--- src/logic/link_master_defines.vh ---
// Register offsets, field positions and timing counts for the link master
`ifndef LINK_MASTER_DEFINES_VH
`define LINK_MASTER_DEFINES_VH

// Word indices of the shared word area; byte address is four times these
`define SWITCH_SNAPSHOT_IDX   8'h1A
`define LINK_COMMAND_IDX      8'h1B
`define LINK_STATUS_IDX       8'h1C
`define IRQ_STATUS_IDX        8'h30
`define IRQ_ENABLE_IDX        8'h31
`define IRQ_CLEAR_IDX         8'h32

// Writable and readable masks
`define SWITCH_MASK           16'h00FF
`define COMMAND_MASK          16'h0030
`define STATUS_MASK           16'h003F

// Command bits
`define CMD_SAVE_BIT          4
`define CMD_STOP_BIT          5

// Status bits
`define ST_LINK_ACTIVE_BIT    0
`define ST_INIT_DONE_BIT      1
`define ST_RUN_BIT            2
`define ST_SETUP_BIT          3
`define ST_SAVE_DONE_BIT      4
`define ST_LINK_STOPPED_BIT   5

// Interrupt events
`define IRQ_SAVE_DONE_BIT     0
`define IRQ_LINK_STOPPED_BIT  1
`define IRQ_INIT_DONE_BIT     2
`define IRQ_WIDTH             3

// Switch snapshot capture points, in cycles after reset release
`define SNAP_CAPTURE_AT       3'h4
`define SNAP_SETTLED          3'h5

// Non-volatile save duration in ns and derived cycles at 200 MHz
`define SAVE_TIME_NS          2000
`define CLK_PERIOD_NS         5
`define SAVE_CYCLES           ((`SAVE_TIME_NS + `CLK_PERIOD_NS - 1) / `CLK_PERIOD_NS)

`endif

--- src/logic/pin_sync.v ---
// Three-stage synchroniser for pin inputs with agreement filter
`timescale 1ns/100ps
module pin_sync
#(
  parameter WIDTH = 8
)
(
  // Clock and reset
  input  wire             sys_clk,
  input  wire             arst_n,
  // Pins and filtered result
  input  wire [WIDTH-1:0] pin_in,
  output reg  [WIDTH-1:0] pin_out
);

  reg [WIDTH-1:0] stage1;
  reg [WIDTH-1:0] stage2;
  reg [WIDTH-1:0] stage3;

  // Stage one feeds stage two only; a change counts once two and three agree
  always @(posedge sys_clk or negedge arst_n)
  begin
    if (!arst_n)
    begin
      stage1  <= {WIDTH{1'b0}};
      stage2  <= {WIDTH{1'b0}};
      stage3  <= {WIDTH{1'b0}};
      pin_out <= {WIDTH{1'b0}};
    end
    else
    begin
      stage1 <= pin_in;
      stage2 <= stage1;
      stage3 <= stage2;
      if (stage2 == stage3)
        pin_out <= stage3;
    end
  end

endmodule

--- src/logic/save_engine.v ---
// Timed non-volatile save sequencer of the station detail words
`timescale 1ns/100ps
`include "link_master_defines.vh"
module save_engine
#(
  parameter SAVE_CYCLES = `SAVE_CYCLES
)
(
  // Clock and reset
  input  wire sys_clk,
  input  wire arst_n,
  // Control
  input  wire start,
  output wire busy,
  output reg  done
);

  localparam ST_IDLE = 2'b01;
  localparam ST_BUSY = 2'b10;

  reg [1:0]  state;
  reg [31:0] count;

  assign busy = state[1];

  always @(posedge sys_clk or negedge arst_n)
  begin
    if (!arst_n)
    begin
      state <= ST_IDLE;
      count <= 32'h00000000;
      done  <= 1'b0;
    end
    else
    begin
      done <= 1'b0;
      case (state)
        ST_IDLE:
        begin
          if (start)
          begin
            state <= ST_BUSY;
            count <= 32'h00000000;
          end
        end
        ST_BUSY:
        begin
          count <= count + 32'h00000001;
          if (count == SAVE_CYCLES - 1)
          begin
            state <= ST_IDLE;
            done  <= 1'b1;
          end
        end
        default:
          state <= ST_IDLE;
      endcase
    end
  end

endmodule

--- src/logic/link_master_regs.v ---
// Command and status register bank of the built-in field link master
// Operation
// (RL1) Switch bits 1..8 appear in bits 0..7
// (RL2) Switches captured once at power-on
// (RL3) Command bit 4 rising saves detail words
// (RL4) Program clears bit 4 after save done
// (RL5) Save happens only in setup mode
// (RL6) Save needed only after detail edits
// (RL7) Command bit 5 rising halts running link
// (RL8) Command bit 5 cleared resumes link
// (RL9) Status bit 0 shows link refreshing
// (RL10) Status bit 1 shows station info gathered
// (RL11) Station information acquired at power-on
// (RL12) Status bit 2 mirrors run lamp
// (RL13) Status bit 3 shows setup mode
// (RL14) Status bit 4 set at save end
// (RL15) Status bit 5 shows link halted
// (RL16) Prohibited bits read zero, writes ignored
`timescale 1ns/100ps
`include "link_master_defines.vh"
module link_master_regs
#(
  parameter SAVE_CYCLES = `SAVE_CYCLES
)
(
  // Clock and reset
  input  wire        sys_clk,
  input  wire        arst_n,
  // Avalon-MM slave
  input  wire [9:0]  avs_address,
  input  wire        avs_read,
  input  wire        avs_write,
  input  wire [31:0] avs_writedata,
  input  wire [3:0]  avs_byteenable,
  output reg  [31:0] avs_readdata,
  output wire        avs_waitrequest,
  // Device pins
  input  wire [7:0]  dip_switch,
  input  wire        setup_mode,
  input  wire        station_info_done,
  input  wire        run_ok,
  // Link engine
  output wire        link_enable,
  output wire        save_busy,
  // Interrupt
  output wire        irq
);

  // ------------------------------------------------------------
  // Pin synchronisation
  // ------------------------------------------------------------
  // Pins come from outside the clock domain; a lone glitch never counts
  localparam DIP_WIDTH  = 8;
  localparam FLAG_WIDTH = 3;

  wire [DIP_WIDTH-1:0]  dip_sync;
  wire [FLAG_WIDTH-1:0] flag_sync;

  pin_sync #(.WIDTH(DIP_WIDTH)) u_dip_sync
  (
    .sys_clk (sys_clk),
    .arst_n  (arst_n),
    .pin_in  (dip_switch),
    .pin_out (dip_sync)
  );

  pin_sync #(.WIDTH(FLAG_WIDTH)) u_flag_sync
  (
    .sys_clk (sys_clk),
    .arst_n  (arst_n),
    .pin_in  ({run_ok, station_info_done, setup_mode}),
    .pin_out (flag_sync)
  );

  wire setup_s = flag_sync[0];
  wire info_s  = flag_sync[1];
  wire run_s   = flag_sync[2];

  // ------------------------------------------------------------
  // Bus handshake
  // ------------------------------------------------------------
  // One wait cycle per access so read data is registered
  reg ack;

  wire req = (avs_read | avs_write) & ~ack;
  assign avs_waitrequest = (avs_read | avs_write) & ~ack;

  always @(posedge sys_clk or negedge arst_n)
  begin
    if (!arst_n)
      ack <= 1'b0;
    else
      ack <= req;
  end

  wire [7:0] word_idx = avs_address[9:2];
  wire       lo_en    = avs_byteenable[0];
  wire       hi_en    = avs_byteenable[1];
  wire       wr_go    = avs_write & req;
  wire       rd_go    = avs_read & req;

  function hit;
    input [7:0] idx;
    input [7:0] target;
    begin
      hit = (idx == target);
    end
  endfunction

  // ------------------------------------------------------------
  // Write strobes
  // ------------------------------------------------------------
  // Writes land at the first edge of an access; the wait serves reads
  wire cmd_wr;
  wire ien_wr;
  wire iclr_wr;

  assign cmd_wr  = wr_go & hit(word_idx, `LINK_COMMAND_IDX);
  assign ien_wr  = wr_go & lo_en & hit(word_idx, `IRQ_ENABLE_IDX);
  assign iclr_wr = wr_go & lo_en & hit(word_idx, `IRQ_CLEAR_IDX);

  // ------------------------------------------------------------
  // Switch snapshot
  // ------------------------------------------------------------
  // Capture waits for the synchroniser to settle, then freezes
  reg [15:0] switch_snapshot;
  reg [2:0]  capture_wait;

  always @(posedge sys_clk or negedge arst_n)
  begin
    if (!arst_n)
    begin
      switch_snapshot <= 16'h0000;
      capture_wait    <= 3'h0;
    end
    else if (capture_wait != `SNAP_SETTLED)
    begin
      capture_wait <= capture_wait + 3'h1;
      if (capture_wait == `SNAP_CAPTURE_AT)
        switch_snapshot <= {8'h00, dip_sync}; // RL1 RL2
    end
  end

  // ------------------------------------------------------------
  // Command word
  // ------------------------------------------------------------
  reg [15:0] link_command_word;
  reg [15:0] next_command;

  always @*
  begin
    next_command = link_command_word;
    if (cmd_wr)
    begin
      if (lo_en)
        next_command[7:0] = avs_writedata[7:0];
      if (hi_en)
        next_command[15:8] = avs_writedata[15:8];
    end
    next_command = next_command & `COMMAND_MASK; // RL16
  end

  always @(posedge sys_clk or negedge arst_n)
  begin
    if (!arst_n)
      link_command_word <= 16'h0000;
    else
      link_command_word <= next_command;
  end

  wire save_req = link_command_word[`CMD_SAVE_BIT];
  wire stop_req = link_command_word[`CMD_STOP_BIT];
  wire save_rise = next_command[`CMD_SAVE_BIT] & ~save_req;
  wire stop_rise = next_command[`CMD_STOP_BIT] & ~stop_req;

  // ------------------------------------------------------------
  // Non-volatile save
  // ------------------------------------------------------------
  // A request outside setup mode is dropped, not queued for later
  wire save_start = save_rise & setup_s; // RL3 RL5
  wire save_done_pulse;
  reg  save_done;

  save_engine #(.SAVE_CYCLES(SAVE_CYCLES)) u_save
  (
    .sys_clk (sys_clk),
    .arst_n  (arst_n),
    .start   (save_start),
    .busy    (save_busy),
    .done    (save_done_pulse)
  );

  // Done holds until the program drops the request; set wins
  always @(posedge sys_clk or negedge arst_n)
  begin
    if (!arst_n)
      save_done <= 1'b0;
    else if (save_done_pulse)
      save_done <= 1'b1; // RL14
    else if (!save_req)
      save_done <= 1'b0; // RL14 RL4
  end

  // ------------------------------------------------------------
  // Data link stop and restart
  // ------------------------------------------------------------
  // A stop raised before the link runs waits to be raised again
  reg link_stopped;

  always @(posedge sys_clk or negedge arst_n)
  begin
    if (!arst_n)
      link_stopped <= 1'b0;
    else if (stop_rise && link_enable)
      link_stopped <= 1'b1; // RL7
    else if (!stop_req)
      link_stopped <= 1'b0; // RL8
  end

  // Link refreshes only after station info is in and while not halted
  assign link_enable = info_s & ~link_stopped; // RL11

  // ------------------------------------------------------------
  // Status word
  // ------------------------------------------------------------
  reg [15:0] link_status_word;

  always @*
  begin
    link_status_word                       = 16'h0000;     // RL16
    link_status_word[`ST_LINK_ACTIVE_BIT]  = link_enable;  // RL9
    link_status_word[`ST_INIT_DONE_BIT]    = info_s;       // RL10
    link_status_word[`ST_RUN_BIT]          = run_s;        // RL12
    link_status_word[`ST_SETUP_BIT]        = setup_s;      // RL13
    link_status_word[`ST_SAVE_DONE_BIT]    = save_done;    // RL14
    link_status_word[`ST_LINK_STOPPED_BIT] = link_stopped; // RL15
  end

  // ------------------------------------------------------------
  // Interrupts
  // ------------------------------------------------------------
  reg  [`IRQ_WIDTH-1:0] irq_status;
  reg  [`IRQ_WIDTH-1:0] irq_enable;
  reg                   info_d;
  reg                   stop_d;
  wire [`IRQ_WIDTH-1:0] irq_event;
  wire [`IRQ_WIDTH-1:0] irq_clear;

  assign irq_event[`IRQ_SAVE_DONE_BIT]    = save_done_pulse;
  assign irq_event[`IRQ_LINK_STOPPED_BIT] = link_stopped & ~stop_d;
  assign irq_event[`IRQ_INIT_DONE_BIT]    = info_s & ~info_d;
  assign irq_clear = iclr_wr ? avs_writedata[`IRQ_WIDTH-1:0] :
                               {`IRQ_WIDTH{1'b0}};

  // An event beats a clear in the same cycle so none is lost
  genvar g;
  generate
    for (g = 0; g < `IRQ_WIDTH; g = g + 1)
    begin : gen_irq
      always @(posedge sys_clk or negedge arst_n)
      begin
        if (!arst_n)
          irq_status[g] <= 1'b0;
        else if (irq_event[g])
          irq_status[g] <= 1'b1;
        else if (irq_clear[g])
          irq_status[g] <= 1'b0;
      end
    end
  endgenerate

  // Delayed copies feed the event edge detectors
  always @(posedge sys_clk or negedge arst_n)
  begin
    if (!arst_n)
    begin
      info_d <= 1'b0;
      stop_d <= 1'b0;
    end
    else
    begin
      info_d <= info_s;
      stop_d <= link_stopped;
    end
  end

  always @(posedge sys_clk or negedge arst_n)
  begin
    if (!arst_n)
      irq_enable <= {`IRQ_WIDTH{1'b0}};
    else if (ien_wr)
      irq_enable <= avs_writedata[`IRQ_WIDTH-1:0];
  end

  assign irq = |(irq_status & irq_enable);

  // ------------------------------------------------------------
  // Read data
  // ------------------------------------------------------------
  reg [31:0] next_readdata;

  always @*
  begin
    next_readdata = 32'h00000000;
    case (word_idx)
      `SWITCH_SNAPSHOT_IDX:
      begin
        next_readdata = {16'h0000, switch_snapshot & `SWITCH_MASK}; // RL16
      end
      `LINK_COMMAND_IDX:
      begin
        next_readdata = {16'h0000, link_command_word};
      end
      `LINK_STATUS_IDX:
      begin
        next_readdata = {16'h0000, link_status_word & `STATUS_MASK};
      end
      `IRQ_STATUS_IDX:
      begin
        next_readdata = {29'h00000000, irq_status};
      end
      `IRQ_ENABLE_IDX:
      begin
        next_readdata = {29'h00000000, irq_enable};
      end
      // The clear register is write-only and reads as zero
      `IRQ_CLEAR_IDX:
      begin
        next_readdata = 32'h00000000;
      end
      default:
      begin
        next_readdata = 32'h00000000;
      end
    endcase
  end

  always @(posedge sys_clk or negedge arst_n)
  begin
    if (!arst_n)
      avs_readdata <= 32'h00000000;
    // Only reads load it, so the last read data stands
    else if (rd_go)
      avs_readdata <= next_readdata;
  end

endmodule

--- config.mk ---
export PLATFORM = sky130hd
export DESIGN_NAME = link_master_regs
export DESIGN_NICKNAME = d
export VERILOG_FILES = /design/src/logic/pin_sync.v /design/src/logic/save_engine.v /design/src/logic/link_master_regs.v
export VERILOG_INCLUDE_DIRS = /design/src /design/src/logic
export SDC_FILE = /design/constraint.sdc
export NUM_CORES = 1
export LEC_CHECK = 0
export CELL_PAD_IN_SITES_DETAIL_PLACEMENT = 0
export CELL_PAD_IN_SITES_GLOBAL_PLACEMENT = 1
export CORE_ASPECT_RATIO = 0.7
export CORE_UTILIZATION = 50
export CTS_BUF_LIST = sky130_fd_sc_hd__clkbuf_4 sky130_fd_sc_hd__clkbuf_8 sky130_fd_sc_hd__clkbuf_16
export DETAILED_ROUTE_END_ITERATION = 6
export DONT_BUFFER_PORTS = 1
export GPL_TIMING_DRIVEN = 0
export PLACE_DENSITY_LB_ADDON = 0.1
export SLEW_MARGIN = 20
export SYNTH_ARGS = -nofsm -noshare
export SYNTH_HDL_FRONTEND = slang
export SYNTH_HIERARCHICAL = 1
export SYNTH_SLANG_ARGS = --single-unit
--- constraint.sdc ---
create_clock -name sys_clk -period 2.4 [get_ports sys_clk]
set_input_delay 0.12 -clock sys_clk [delete_from_list [all_inputs] [get_ports sys_clk]]
set_output_delay 0.12 -clock sys_clk [all_outputs]
set_load 0.03 [all_outputs]
# Yosys cells after proc, flatten, opt, wreduce, memory -nomap -nowiden

Cells that the tools add are included.

Flip-flop bits (word level): 135
Input port bits: 61
Output and inout bits: 36
Logic and storage cells: 94

Add/subtract/negate cells: 2
Equality and inequality tests: 17
Multiplexer cells: 21
Bitwise operators: 21
Reductions and logical operators: 9

Operators by type and width:

| kind                    | number |
|---|---|
| $pmux W32 S2            | 1 |
| $pmux W8 S5             | 1 |
| $add A32 B1 Y32 const B | 1 |
| $eq A32 B9 Y1 const B   | 1 |
| $mux W32                | 1 |
| $eq A8 B5 Y1 const B    | 3 |
| $eq A8 B6 Y1 const B    | 3 |
| $and A1 B1 Y1           | 13 |
| $mux W1                 | 12 |
| $mux W6                 | 2 |
| $eq A8 B8 Y1            | 1 |
| $reduce_bool A2 Y1      | 4 |
| $ne A2 B1 Y1 const B    | 3 |
| $not A1 Y1              | 6 |
| $reduce_and A2 Y1       | 3 |
| $mux W2                 | 2 |
| $pmux W2 S2             | 1 |
| $add A3 B1 Y3 const B   | 1 |
| $and A3 B3 Y3           | 1 |
| $eq A3 B3 Y1            | 1 |
| $eq A3 B3 Y1 const B    | 1 |
| $mux W3                 | 1 |
| $ne A3 B3 Y1 const B    | 1 |
| $reduce_or A3 Y1        | 1 |
| other kinds (5)         | 5 |

# Depth between registers and ports, before layout

Gate-level depths: netlist (run 1).

Depth after elaboration: 9
Mapped depth: 8
Depth with buffers taken out: 8

# Hierarchy

The synthesis (run 1) kept the hierarchy.

By module, submodules not included:

| module                 | instances | cells an instance | area an instance (µm²) | sequential area each (µm²) |
|---|---|---|---|---|
| save_engine            | 1         | 193               | 1866.8                 | 877.1 |
| link_master_regs       | 1         | 157               | 1731.7                 | 800.8 |
| pin_sync (u_dip_sync)  | 1         | 51                | 977.2                  | 800.8 |
| pin_sync (u_flag_sync) | 1         | 22                | 380.4                  | 300.3 |

# Worst setup path after synthesis (run 1)

OpenSTA, ideal clock, no wires.

Path type: flip-flop to flip-flop
From: register u_save.state[1]
To: register u_save.count[15]
Setup time: 0.077 ns
Data arrival time: 1.751 ns
Data required time: 2.323 ns
Setup slack: 0.571 ns
Cell stages (with the launch flop): 6
Path buffers: 1
Clock period less this slack: 1.829 ns
Cell sequence: dfrtp_1 nand2b_4 buf_6 or4_1 or3_1 a21oi_1

Word-level cells in the longest chain between the ends: 3
Elaborated cells between the ends (all ways): 6
Those cells by class: 3 x eq/ne; 1 x mux; 2 x reduce/logical

Ends and longest elaborated chain:

| item                                                                | line             | RTL |
|---|---|---|
| start, declared                                                     | save_engine.v:21 | `reg [1:0] state;` |
| start signal, assigned                                              | save_engine.v:30 | `state <= ST_IDLE;` |
| start signal, assigned                                              | save_engine.v:42 | `state <= ST_BUSY;` |
| start signal, assigned                                              | save_engine.v:51 | `state <= ST_IDLE;` |
| $eq A2 B1 Y1 / $eq A2 B2 Y1 (equally long branches)                 | save_engine.v:37 | `case (state)` |
| $ne A2 B2 Y1 (no line) / $reduce_bool A2 Y1 (equally long branches) | -                |  |
| $reduce_and A2 Y1 (no line)                                         | -                |  |
| end signal, assigned                                                | save_engine.v:48 | `count <= count + 32'h00000001;` |
| end, declared                                                       | save_engine.v:22 | `reg [31:0] count;` |

Parallel ways exist; a longest one is shown, timed or not.
A chain may end at the register's enable or synchronous reset.

# Worst setup path in the final report (run 1)

From: register ack
To: register u_save.count[8]

Word-level cells in the longest chain between the ends: 9

Ends and longest elaborated chain:

| item                        | line                   | RTL |
|---|---|---|
| start, declared             | link_master_regs.v:83  | `reg ack;` |
| start signal, assigned      | link_master_regs.v:93  | `ack <= req;` |
| $not A1 Y1                  | link_master_regs.v:85  | `wire req = (avs_read \| avs_write) & ~ack;` |
| $and A1 B1 Y1               | link_master_regs.v:85  |  |
| $and A1 B1 Y1               | link_master_regs.v:99  | `wire wr_go = avs_write & req;` |
| $and A1 B1 Y1               | link_master_regs.v:118 | `` assign cmd_wr = wr_go & hit(word_idx, `LINK_COMMAND_IDX); `` |
| $mux W6                     | link_master_regs.v:153 | `if (cmd_wr)` |
| $and A1 B1 Y1               | link_master_regs.v:173 | `` wire save_rise = next_command[`CMD_SAVE_BIT] & ~save_req; `` |
| $and A1 B1 Y1               | link_master_regs.v:180 | `wire save_start = save_rise & setup_s;` |
| via save_start              | link_master_regs.v:180 |  |
| $ne A2 B2 Y1 (no line)      | -                      |  |
| $reduce_and A2 Y1 (no line) | -                      |  |

The timed path passes the listed nets, and every way through them passes these cells.

==> summary.md, run 1 <==
| Metric | Value |
|---|---|
| Status | `finished, violations left` |
| Routed length per placed instance | `around 16 µm` |
| Required time worst endpoint | `2.64 ns` |
| TritonCTS clock tree | `done` |
| Number of antenna violations at the first check in global routing | `0` |
| Via count of the first global-routing pass | `approximately 3200` |
| Logic depth of the worst setup path including buffers | `8` |
| Multi-input gate area | `about 2000 µm²` |
| Synth Cell Area | `~5000 µm²` |
| Share of cells above drive strength 1 | `0.172` |
| Critical path endpoint category | `flip-flop` |
| Area of all sequential standard cells | `roughly 2800 µm²` |
| Seq/Total Area, Yosys | `0.561` |
| Post-synthesis cell type count | `55` |
| Delay contributed by the slowest stage of the critical path | `approximately 0.4 ns` |
| Horizontal die dimension | `between 100 and 150 µm` |
| Ranking of synthesized cells by area | `sky130_fd_sc_hd__dfrtp_1 56%, sky130_fd_sc_hd__mux2_2 4.8%, sky130_fd_sc_hd__mux2i_1 4.6%, sky130_fd_sc_hd__buf_4 3.6%, sky130_fd_sc_hd__nand2_1 3.6%` |
| Clock tree root buffer cell | `sky130_fd_sc_hd__clkbuf_16` |
| Final Routed Wirelength | `around 9600 µm` |
| Antenna Violating Nets Remaining | `0` |
| Final-stage net count | `538` |
| Post-Route Hold Slack | `-0.545 ns` |
| Max stage delay cell, worst path | `sky130_fd_sc_hd__dfrtp_1` |
| Clock latency at the later pin of the worst-skew pair | `roughly 0.35 ns` |
| Setup TNS | `0 ns` |
| Critical Path Source Type | `flip-flop` |
| Global-route total usage across every layer | `0.203` |
| Count of endpoints failing hold in the final timing report | `~110` |
| Layout Skew | `approximately 0.011 ns` |
| Number of iterations in the first detailed-routing pass | `4` |
| Worst min-delay path category | `primary input to asynchronous set/reset pin` |
| Aggregate global routing overflow | `0` |
| Mean instance size in the synthesized netlist | `about 12 µm²` |
| Number of maximum-capacitance violations | `0` |
| Number of buffers and inverters on the critical path | `0` |
| Fin area | `roughly 5700 µm²` |
| Length in cells of the worst reg-to-reg path | `8` |
| Clock-pin slew on the worst setup and hold paths | `around 0.080 ns` |
| Most frequent cell on the critical path | `sky130_fd_sc_hd__nand3b_1` |
| Signed area change from the synthesized netlist to the final layout | `14.8%` |
| Effective utilization at floorplan | `0.531` |
| Number of buffers inserted to repair setup after CTS | `0` |
| Routability-driven placement congestion ratio | `0.829` |
| Post-synthesis cell count | `between 400 and 500` |
| Data arrival time of the worst path | `roughly 2.4 ns` |
| Peak ir drop on the vdd network | `roughly 0.5 mV` |
| Number of remaining DRC errors | `0` |
| Slew at the pin closest to its max-slew limit | `0.730 ns` |
| Max FO, Critical Path | `6` |
| Placeable core region | `slightly above 9000 µm²` |
| Cell Pwr Density | `around 660 nW/µm²` |
| Pin count of the biggest net entering global routing | `112` |
| Final number of setup-violating endpoints | `0` |
| Layout fillers | `~750` |
| Antenna Cells | `0` |
| TritonCTS Buffers | `9` |
| Count of routing violations after the opening detailed-route iteration | `between 200 and 250` |
| Flop and latch count out of synthesis | `between 100 and 150` |
| Cell type contributing the most total cell area after synthesis | `sky130_fd_sc_hd__dfrtp_1` |
| Clk buf depth | `2` |
| Die area | `slightly above 10000 µm²` |
| Max Freq | `between 0.4 and 0.5 GHz` |
| Number of slew-limit violations in the final report | `0` |
| Type of the setup path with the least slack | `flip-flop to flip-flop` |
| Total of warnings raised by yosys | `6` |
| Clock sink count | `about 110` |
| Via-to-Cell Ratio | `5.52` |
| DP Area | `5200 µm²` |
| Hold buffers post-CTS | `16` |
| Via count | `roughly 3300` |
| Top Family by Delay on Critical Path | `simple AND/OR/NAND/NOR gates` |
| Half-perimeter wire length of the detailed placement result | `6640 µm` |
| Unrepaired setup endpoints after global routing | `false` |
| Global-route wire length before repair | `around 16000 µm` |
| Final clock period utilization by the worst path | `0.917` |
| IO buf count | `0` |
| IO Count | `97` |
| Yosys top cell area share | `0.555` |
| Total number of placement rows | `29` |
| Fin crit period | `2.20 ns` |
| H-tree levels | `3` |
| Leak Pwr | `about 0.0027 µW` |
| Violated checks | `negative hold slack` |
| Slew HR | `0.512` |
| Die height | `between 80 and 90 µm` |
| Cell-by-cell listing of the critical path | `nand3b_1 -> nor2_4 -> nand3_2 -> nor3_2 -> nand3b_1 -> nand2_1 -> o21ai_0 -> a22o_1` |
## per-layer routing
metal | vias up | wire (µm) | track usage
met3 | 9 | 533 | 0.0484
met5 | - | 0 | 0
met1 | 1631 | 4940 | 0.311
li1 | 1588 | - | -
met4 | 0 | 85 | 0.0572
met2 | 95 | 4000 | 0.286
## synth_stat cells (all sizes together)
cell type,number
a21boi,1
a21o,2
a21oi,3
a222oi,1
a22o,8
a22oi,6
a311oi,1
a31o,1
a31oi,5
and2,4
and3,6
and3b,1
and4,6
and4bb,1
buf,28
clkbuf,7
conb,1
dfrtp,110
dfstp,1
ha,4
inv,6
mux2,23
mux2i,23
nand2,47
nand2b,3
nand3,19
nand3b,4
nand4,18
nor2,14
nor2b,5
nor3,6
nor3b,2
nor4,11
nor4b,1
o21a,1
o21ai,18
o22ai,3
o31ai,4
or3,1
or3b,2
or4,2
xnor2,5
xor2,8
## metrics by stage
stage	util	hold slack [ns]	setup WS, ns	power (µW)	std cells
global placement	0.557	-0.173	0.0910	2200	570
finish	0.610	-0.545	0.200	3740	602
floorplan	-	-0.176	0.571	2180	446
global route	0.610	-0.569	0.0364	3870	602
CTS	0.610	-0.556	0.0918	3770	602
detailed placement	0.557	-0.174	0.104	2210	570
## power breakdown
group | switching [µW] | internal [µW]
clock network | 777 | 761
logic | 117 | 101
registers | 43.9 | 1940
total | 938 | 2800
## flip-flops by register name, indices dropped and copies added, names as in the netlist, 8 cells and up
name,cells
u_dip_sync/stage2,8
avs_readdata,8
u_dip_sync/stage3,8
u_dip_sync/pin_out,8
u_save/count,32
switch_snapshot,8
u_dip_sync/stage1,8
## path summary, 6_finish.rpt
path / start / slack, ns / end
min in group sys_clk: avs_address[7] / 0.03 / avs_readdata[6]$_DFFE_PN0P_
max in group asynchronous: arst_n / 2.72 / u_save/state[0]$_DFFE_PN1P_
worst min-delay path: arst_n / -0.55 / u_dip_sync/stage2[0]$_DFF_PN0_
worst max register to register: ack$_DFF_PN0_ / 0.20 / u_save/count[8]$_DFFE_PN0P_
worst min register to register: u_dip_sync/stage1[3]$_DFF_PN0_ / 0.35 / u_dip_sync/stage2[3]$_DFF_PN0_
worst max-delay path: ack$_DFF_PN0_ / 0.20 / u_save/count[8]$_DFFE_PN0P_
## kinds of logic after synthesis
| family | Yosys count | share of synthesized area |
|---|---|---|
| flip-flops | 111 | 0.561 |
| AO/OA/AOI/OAI | 54 | 0.0722 |
| multiplexers | 46 | 0.0987 |
| AND/OR/NAND/NOR | 153 | 0.182 |
| buffers and inverters | 41 | 0.0530 |
| other | 1 | 0.000757 |
| XOR/XNOR | 13 | 0.0230 |
| adder cells (fa/ha/maj) | 4 | 0.0101 |
## what timing repair did
action	4_1_cts	5_1_grt
resized for setup	0	1
hold endpoints to repair	131	111
endpoints found under the setup margin	0	20
## worst reg2reg max path, stage by stage (launching register included)
cell                       delay (ns)
sky130_fd_sc_hd__dfrtp_1         0.40
sky130_fd_sc_hd__nand3b_1        0.26
sky130_fd_sc_hd__nor2_4          0.16
sky130_fd_sc_hd__nand3_2         0.15
sky130_fd_sc_hd__nor3_2          0.25
sky130_fd_sc_hd__nand3b_1        0.25
sky130_fd_sc_hd__nand2_1         0.25
sky130_fd_sc_hd__o21ai_0         0.13
sky130_fd_sc_hd__a22o_1          0.24
## cell usage in the layout (no fill, tap or decap), drive strengths merged, types with 11 or more instances in the layout
| cell type | count |
|---|---|
| mux2i | 23 |
| nand2 | 47 |
| nor4 | 11 |
| buf | 28 |
| dfrtp | 110 |
| conb | 24 |
| mux2 | 23 |
| dlygate4sd3 | 16 |
| nor2 | 14 |
| o21ai | 18 |
| clkbuf | 16 |
| nand4 | 18 |
| nand3 | 19 |
## cell type report
class                      instances  area share
tap                              124      0.0273
inverter                           6     0.00396
clock inverter                     7      0.0178
multi-input combinational        294       0.353
sequential                       111       0.488
clock buffer                       9      0.0396
timing repair buffer              16      0.0282
buffer                            35      0.0422
(Power assumes the default switching activity.)
==> run 2: changes to the inputs <==
Settings changed: CORE_ASPECT_RATIO 0.7 to 1.1, CORE_MARGIN set to 2.
==> summary.md, run 2 (same netlist as run 1, synthesis figures left out) <==
| Metric | Value |
|---|---|
| Worst min-delay path category | `primary input to asynchronous set/reset pin` |
| TritonCTS Buffers | `9 (unchanged)` |
| Status | `finished, violations left` |
| Fin area | `5620 µm² (-1.3%)` |
| Hold buffers post-CTS | `19 (+3)` |
| Number of antenna violations at the first check in global routing | `0 (unchanged)` |
| Slew HR | `0.491 (-0.0217)` |
| Layout fillers | `851 (+14%)` |
| Number of slew-limit violations in the final report | `0 (unchanged)` |
| Critical path endpoint category | `flip-flop` |
| Core occupancy in the finished layout | `0.576 (-0.0340)` |
| Max Freq | `0.457 GHz (+0.56%)` |
| Slew at the pin closest to its max-slew limit | `0.762 ns (+0.0324 ns)` |
| Effective utilization at floorplan | `0.508 (-0.0230)` |
| Highest-count cells in the layout ignoring fill and taps | `110 x sky130_fd_sc_hd__dfrtp_1, 47 x sky130_fd_sc_hd__nand2_1, 25 x sky130_fd_sc_hd__buf_4` |
| Clock sink count | `111 (unchanged)` |
| TritonCTS clock tree | `done` |
| Signed area change from the synthesized netlist to the final layout | `13.3%` |
| Logic gate share of total power | `0.064 (+0.006)` |
| Required time worst endpoint | `2.67 ns (+0.03 ns)` |
| Clock-pin slew on the worst setup and hold paths | `0.11 ns (+0.03 ns)` |
| Global-route wire length before repair | `15700 µm (-3.3%)` |
| Die area | `10700 µm² (+3.9%)` |
| Number of maximum-capacitance violations | `0 (unchanged)` |
| Routability-driven placement congestion ratio | `0.840 (+1.4%)` |
| Clk buf depth | `2 (unchanged)` |
| IO buf count | `0 (unchanged)` |
| P_int | `2550 µW (-8.7%)` |
| Clock tree root buffer cell | `sky130_fd_sc_hd__clkbuf_8` |
| Final number of setup-violating endpoints | `0 (unchanged)` |
| Unrepaired setup endpoints after global routing | `false` |
| Length in cells of the worst reg-to-reg path | `9 (+1)` |
| Type of the setup path with the least slack | `flip-flop to flip-flop` |
| Clock latency at the later pin of the worst-skew pair | `0.38 ns (+0.03 ns)` |
| IO Count | `97 (unchanged)` |
| Number of remaining DRC errors | `0 (unchanged)` |
| Post-Route Hold Slack | `-0.578 ns (-0.0330 ns)` |
| Via count | `3245 (-2.3%)` |
| Final clock period utilization by the worst path | `0.912 (-0.00510)` |
| Max FO, Critical Path | `6 (unchanged)` |
| Sequential Power Share | `0.584 (+0.054)` |
| Startpoint of the most critical setup path | `ack$_DFF_PN0_` |
| Share of cells above drive strength 1 | `0.172 (+0.000651)` |
| Final-stage net count | `542 (+0.74%)` |
| Total number of placement rows | `38 (+31%)` |
| Count of endpoints failing hold in the final timing report | `111 (unchanged)` |
| DP Area | `5190 µm² (about the same)` |
| Cell Pwr Density | `603 nW/µm² (-8.2%)` |
| Aggregate global routing overflow | `0 (unchanged)` |
| Antenna Cells | `0 (unchanged)` |
| Setup TNS | `0 ns (unchanged)` |
| Largest register FFs | `32 (unchanged)` |
| Clock network fraction of total power | `0.352 (-0.060)` |
| Horizontal die dimension | `98.9 µm (-18%)` |
| Proportion of total power due to net switching | `0.246 (-0.00502)` |
| Via-to-Cell Ratio | `5.39 (-2.3%)` |
| Number of iterations in the first detailed-routing pass | `4 (unchanged)` |
| Most common cell after layout, fill and taps aside | `sky130_fd_sc_hd__dfrtp_1` |
| Layout Skew | `0.0128 ns (+0.00216 ns)` |
| Reg2Reg Capture Point | `u_save/count[8]$_DFFE_PN0P_` |
| Leak Pwr | `0.00265 µW (-1.1%)` |
| Startpoint of the most critical register-to-register path | `ack$_DFF_PN0_` |
| Power spent charging and discharging nets | `833 µW (-11%)` |
| Final Routed Wirelength | `9120 µm (-4.6%)` |
| CP Capture Point | `u_save/count[8]$_DFFE_PN0P_` |
| Reg-to-reg slack, setup | `0.21 ns (about the same)` |
| H-tree levels | `3 (unchanged)` |
| Register name with the most flops | `u_save/count` |
| Fin crit period | `2.19 ns (-0.0122 ns)` |
| Die height | `108 µm (+27%)` |
| Peak ir drop on the vdd network | `0.390 mV (-22%)` |
| Pin count of the biggest net entering global routing | `112 (unchanged)` |
| Global-route total usage across every layer | `0.186 (-0.0175)` |
| Antenna Violating Nets Remaining | `0 (unchanged)` |
| Critical Path Source Type | `flip-flop` |
| Routed length per placed instance | `15.1 µm (-4.6%)` |
| Count of routing violations after the opening detailed-route iteration | `129 (-46%)` |
| Data arrival time of the worst path | `2.46 ns (+0.02 ns)` |
| Violated checks | `negative hold slack` |
| Half-perimeter wire length of the detailed placement result | `6320 µm (-4.8%)` |
| Placeable core region | `9750 µm² (+4.5%)` |
| Via count of the first global-routing pass | `3255 (+2.6%)` |
run 2: cell types whose count changed in the layout (fill, tap and decap cells not counted), sizes merged:
cell and delta:
clkinv -3, buf +1, clkinvlp +2, bufinv +1, dlygate4sd3 +3
run 2: worst min path at each step:
stage,endpoint,depth (start not counted),slack (ns),start
after floorplan,ack$_DFF_PN0_,0,-0.18,arst_n
after global placement,info_d$_DFF_PN0_,0,-0.17,arst_n
after detailed placement,irq_status[2]$_DFFE_PN0P_,0,-0.17,arst_n
after CTS,u_dip_sync/pin_out[7]$_DFFE_PN0N_,0,-0.60,arst_n
after global routing,irq_status[2]$_DFFE_PN0P_,0,-0.62,arst_n
final,irq_status[2]$_DFFE_PN0P_,0,-0.58,arst_n
run 2: layout make-up:
type	count	area [µm²]	area share
Tap cell	120	150	0.0267
Buffer	35	241	0.0430
Inverter	6	22.5	0.00401
Multi-Input combinational cell	294	2000	0.356
Timing Repair Buffer	20	198	0.0352
Sequential cell	111	2780	0.495
Clock buffer	9	124	0.0221
Clock inverter	7	100	0.0178
run 2: per-stage QoR:
| stage | hold slack, ns | setup slack (ns) | total power [µW] | std cells |
|---|---|---|---|---|
| floorplan | -0.176 | 0.571 | 2180 | 446 |
| CTS | -0.603 | 0.101 | 3440 | 601 |
| finish | -0.578 | 0.212 | 3390 | 602 |
| global placement | -0.173 | 0.145 | 2200 | 566 |
| detailed placement | -0.173 | 0.127 | 2210 | 566 |
| global route | -0.619 | 0.0705 | 3540 | 602 |
run 2: power by group through the flow:
stage	logic (µW)	clock network (µW)	registers, µW
5_1_grt	238	1320	1990
3_3_place_gp	188	0	2020
4_1_cts	216	1240	1980
2_1_floorplan	177	0	2000
6_report	217	1190	1980
3_5_place_dp	190	0	2020
run 2: timing repair:
item                                    in CTS  in global routing
hold endpoints to repair                   133                111
endpoints found under the setup margin       0                  9
resized for setup                            0                  2
buffers inserted                             0                  1
run 2: layer usage:
layer / vias up / GRT usage / part of all wire
li1: 1594 / - / -
met1: 1575 / 0.235 / 0.45
met2: 57 / 0.305 / 0.49
met3: 19 / 0.0472 / 0.038
met4: 0 / 0.0793 / 0.027
met5: - / 0 / 0
run 2: worst max-delay path, stage by stage (launching register included):
cell                       delay (ns)
sky130_fd_sc_hd__dfrtp_1         0.41
sky130_fd_sc_hd__nand3b_1        0.29
sky130_fd_sc_hd__nor2_4          0.17
sky130_fd_sc_hd__nand3_2         0.13
sky130_fd_sc_hd__nor3_1          0.29
sky130_fd_sc_hd__nand3b_1        0.12
sky130_fd_sc_hd__buf_4           0.18
sky130_fd_sc_hd__nand2_1         0.15
sky130_fd_sc_hd__o21ai_0         0.11
sky130_fd_sc_hd__a22o_1          0.23
==> run 3: changes to the inputs <==
--- a/config.mk
+++ b/config.mk
@@ -17,5 +17,5 @@
 export GPL_TIMING_DRIVEN = 0
 export PLACE_DENSITY_LB_ADDON = 0.1
-export SLEW_MARGIN = 20
+export SLEW_MARGIN = 10
 export SYNTH_ARGS = -nofsm -noshare
 export SYNTH_HDL_FRONTEND = slang
==> constraint.sdc (replaced) <==
create_clock -name sys_clk -period 2.4 [get_ports sys_clk]
set_input_delay 0.48 -clock sys_clk [delete_from_list [all_inputs] [get_ports sys_clk]]
set_output_delay 0.48 -clock sys_clk [all_outputs]
set_load 0.03 [all_outputs]
==> summary.md, run 3 (same netlist as run 1, synthesis figures left out) <==
| Metric | Value |
|---|---|
| Global-route wire length before repair | `15300 µm (-2.6%)` |
| Most common cell after layout, fill and taps aside | `sky130_fd_sc_hd__dfrtp_1` |
| Startpoint of the most critical register-to-register path | `ack$_DFF_PN0_` |
| Slew at the pin closest to its max-slew limit | `0.761 ns (-0.00103 ns)` |
| Layout Skew | `0.0115 ns (-0.00125 ns)` |
| Sequential Power Share | `0.589 (+0.005)` |
| Unrepaired setup endpoints after global routing | `false` |
| Highest-count cells in the layout ignoring fill and taps | `110 x sky130_fd_sc_hd__dfrtp_1, 47 x sky130_fd_sc_hd__nand2_1, 25 x sky130_fd_sc_hd__buf_4` |
| Via count of the first global-routing pass | `3155 (-3.1%)` |
| Data arrival time of the worst path | `2.43 ns (-0.03 ns)` |
| Reg2Reg Capture Point | `u_save/count[5]$_DFFE_PN0P_` |
| Effective utilization at floorplan | `0.508 (unchanged)` |
| Peak ir drop on the vdd network | `0.373 mV (-4.3%)` |
| P_int | `2530 µW (-0.76%)` |
| Fin crit period | `2.17 ns (-0.0206 ns)` |
| Reg-to-reg slack, setup | `0.23 ns (+0.02 ns)` |
| Die height | `108 µm (unchanged)` |
| Length in cells of the worst reg-to-reg path | `9 (unchanged)` |
| Critical path endpoint category | `flip-flop` |
| Number of maximum-capacitance violations | `0 (unchanged)` |
| Max stage delay cell, worst path | `sky130_fd_sc_hd__dfrtp_1` |
| Power spent charging and discharging nets | `825 µW (-1.0%)` |
| Layout fillers | `866 (+1.8%)` |
| Register name with the most flops | `u_save/count` |
| Antenna Violating Nets Remaining | `0 (unchanged)` |
| Max FO, Critical Path | `10 (+4)` |
| Signed area change from the synthesized netlist to the final layout | `9.44%` |
| H-tree levels | `3 (unchanged)` |
| Number of slew-limit violations in the final report | `0 (unchanged)` |
| Final number of setup-violating endpoints | `0 (unchanged)` |
| Largest register FFs | `32 (unchanged)` |
| Count of routing violations after the opening detailed-route iteration | `116 (-10%)` |
| Final-stage net count | `523 (-3.5%)` |
| Required time worst endpoint | `2.66 ns (about the same)` |
| Fin area | `5420 µm² (-3.4%)` |
| Cell Pwr Density | `619 nW/µm² (+2.7%)` |
| Global-route total usage across every layer | `0.181 (-0.00485)` |
| Routability-driven placement congestion ratio | `0.840 (unchanged)` |
| Antenna Cells | `0 (unchanged)` |
| Clock tree root buffer cell | `sky130_fd_sc_hd__clkbuf_8` |
| Post-Route Hold Slack | `-0.218 ns (+0.361 ns)` |
| Placeable core region | `9750 µm² (unchanged)` |
| DP Area | `5190 µm² (unchanged)` |
| Critical Path Source Type | `flip-flop` |
| Proportion of total power due to net switching | `0.246 (-0.000477)` |
| Final clock period utilization by the worst path | `0.903 (-0.00860)` |
| Half-perimeter wire length of the detailed placement result | `6320 µm (unchanged)` |
| Clk buf depth | `2 (unchanged)` |
| Logic gate share of total power | `0.057 (-0.007)` |
| Total number of placement rows | `38 (unchanged)` |
| Via count | `3177 (-2.1%)` |
| Clock latency at the later pin of the worst-skew pair | `0.38 ns (about the same)` |
| Aggregate global routing overflow | `0 (unchanged)` |
| Leak Pwr | `0.00257 µW (-3.2%)` |
| Clock network fraction of total power | `0.354 (+0.002)` |
| Number of iterations in the first detailed-routing pass | `4 (unchanged)` |
| Pin count of the biggest net entering global routing | `112 (unchanged)` |
| Slew HR | `0.491 (+0.000687)` |
| Worst min-delay path category | `primary input to asynchronous set/reset pin` |
| Via-to-Cell Ratio | `5.45 (+1.1%)` |
| Horizontal die dimension | `98.9 µm (unchanged)` |
| Cell-by-cell listing of the critical path | `nand3b_1 -> nor2_4 -> nand3_2 -> nor3_1 -> nand3b_1 -> buf_4 -> clkbuf_1 -> nand2_1 -> mux2i_1` |
| IO Count | `97 (unchanged)` |
| Routed length per placed instance | `15.2 µm (+0.59%)` |
| Clock sink count | `111 (unchanged)` |
| Die area | `10700 µm² (unchanged)` |
| TritonCTS clock tree | `done` |
| TritonCTS Buffers | `9 (unchanged)` |
| Type of the setup path with the least slack | `flip-flop to flip-flop` |
| Final Routed Wirelength | `8880 µm (-2.6%)` |
| Count of endpoints failing hold in the final timing report | `111 (unchanged)` |
| Max Freq | `0.461 GHz (+0.95%)` |
| Number of antenna violations at the first check in global routing | `0 (unchanged)` |
| Most frequent cell on the critical path | `sky130_fd_sc_hd__nand3b_1` |
| IO buf count | `0 (unchanged)` |
| Delay contributed by the slowest stage of the critical path | `0.41 ns (about the same)` |
| Share of cells above drive strength 1 | `0.177 (+0.00491)` |
| Number of remaining DRC errors | `0 (unchanged)` |
| Final Power | `3360 µW (-0.82%)` |
| Status | `finished, violations left` |
| Violated checks | `negative hold slack` |
| Clock-pin slew on the worst setup and hold paths | `0.11 ns (about the same)` |
## run 3: worst max path at each step
| stage | start | end | slack, ns | depth (start not counted) |
|---|---|---|---|---|
| finish | ack$_DFF_PN0_ | u_save/count[5]$_DFFE_PN0P_ | 0.23 | 9 |
| global route | ack$_DFF_PN0_ | u_save/count[5]$_DFFE_PN0P_ | 0.04 | 9 |
| CTS | ack$_DFF_PN0_ | u_save/count[8]$_DFFE_PN0P_ | 0.10 | 8 |
| detailed placement | avs_address[9] | u_save/count[8]$_DFFE_PN0P_ | -0.06 | 8 |
| global placement | avs_address[9] | u_save/count[8]$_DFFE_PN0P_ | -0.06 | 8 |
| floorplan | avs_address[9] | u_save/count[8]$_DFFE_PN0P_ | 0.30 | 8 |
## run 3: final cells by class
type / count / area, µm² / share of cell area
sequential: 111 / 2780 / 0.512
multi-input combinational: 294 / 2000 / 0.369
buffer: 35 / 240 / 0.0443
tap: 120 / 150 / 0.0277
clock buffer: 9 / 124 / 0.0228
clock inverter: 7 / 100 / 0.0185
inverter: 6 / 22.5 / 0.00415
timing repair buffer: 1 / 7.51 / 0.00138
## run 3: per-layer routing
| metal | track usage | routed length, µm | vias to the layer above | share of wire |
|---|---|---|---|---|
| li1 | - | - | 1551 | - |
| met3 | 0.0478 | 359 | 19 | 0.040 |
| met5 | 0 | 0 | - | 0 |
| met4 | 0.0793 | 245 | 0 | 0.028 |
| met2 | 0.292 | 4250 | 57 | 0.48 |
| met1 | 0.231 | 4030 | 1550 | 0.45 |
## run 3: timing repair
action                                 CTS  global route
setup endpoints to repair                0             9
gates resized for setup                  0             0
endpoints found under the hold margin  111           111
setup buffers                            0             1
## run 3: power groups by stage
| stage | registers [µW] | logic (µW) | clock network, µW |
|---|---|---|---|
| 4_1_cts | 1980 | 191 | 1240 |
| 5_1_grt | 1990 | 211 | 1320 |
| 3_3_place_gp | 2020 | 188 | 0 |
| 2_1_floorplan | 2000 | 177 | 0 |
| 6_report | 1980 | 191 | 1190 |
| 3_5_place_dp | 2020 | 190 | 0 |
## run 3: per-stage QoR
stage           util  cells  setup TNS, ns  setup slack [ns]
6_report       0.556    583              0             0.233
3_3_place_gp   0.533    566         -0.262           -0.0633
3_5_place_dp   0.533    566         -0.277           -0.0594
2_1_floorplan      -    446              0             0.304
5_1_grt        0.556    583              0            0.0372
4_1_cts        0.556    582              0             0.101
## run 3: critical path, delay by kind of cell, from the launching register on
| family | cells | cell delay, ns |
|---|---|---|
| and+or+nand+nor | 6 | 1.13 |
| buffers and inverters | 2 | 0.43 |
| DFF | 1 | 0.41 |
| muxes | 1 | 0.07 |
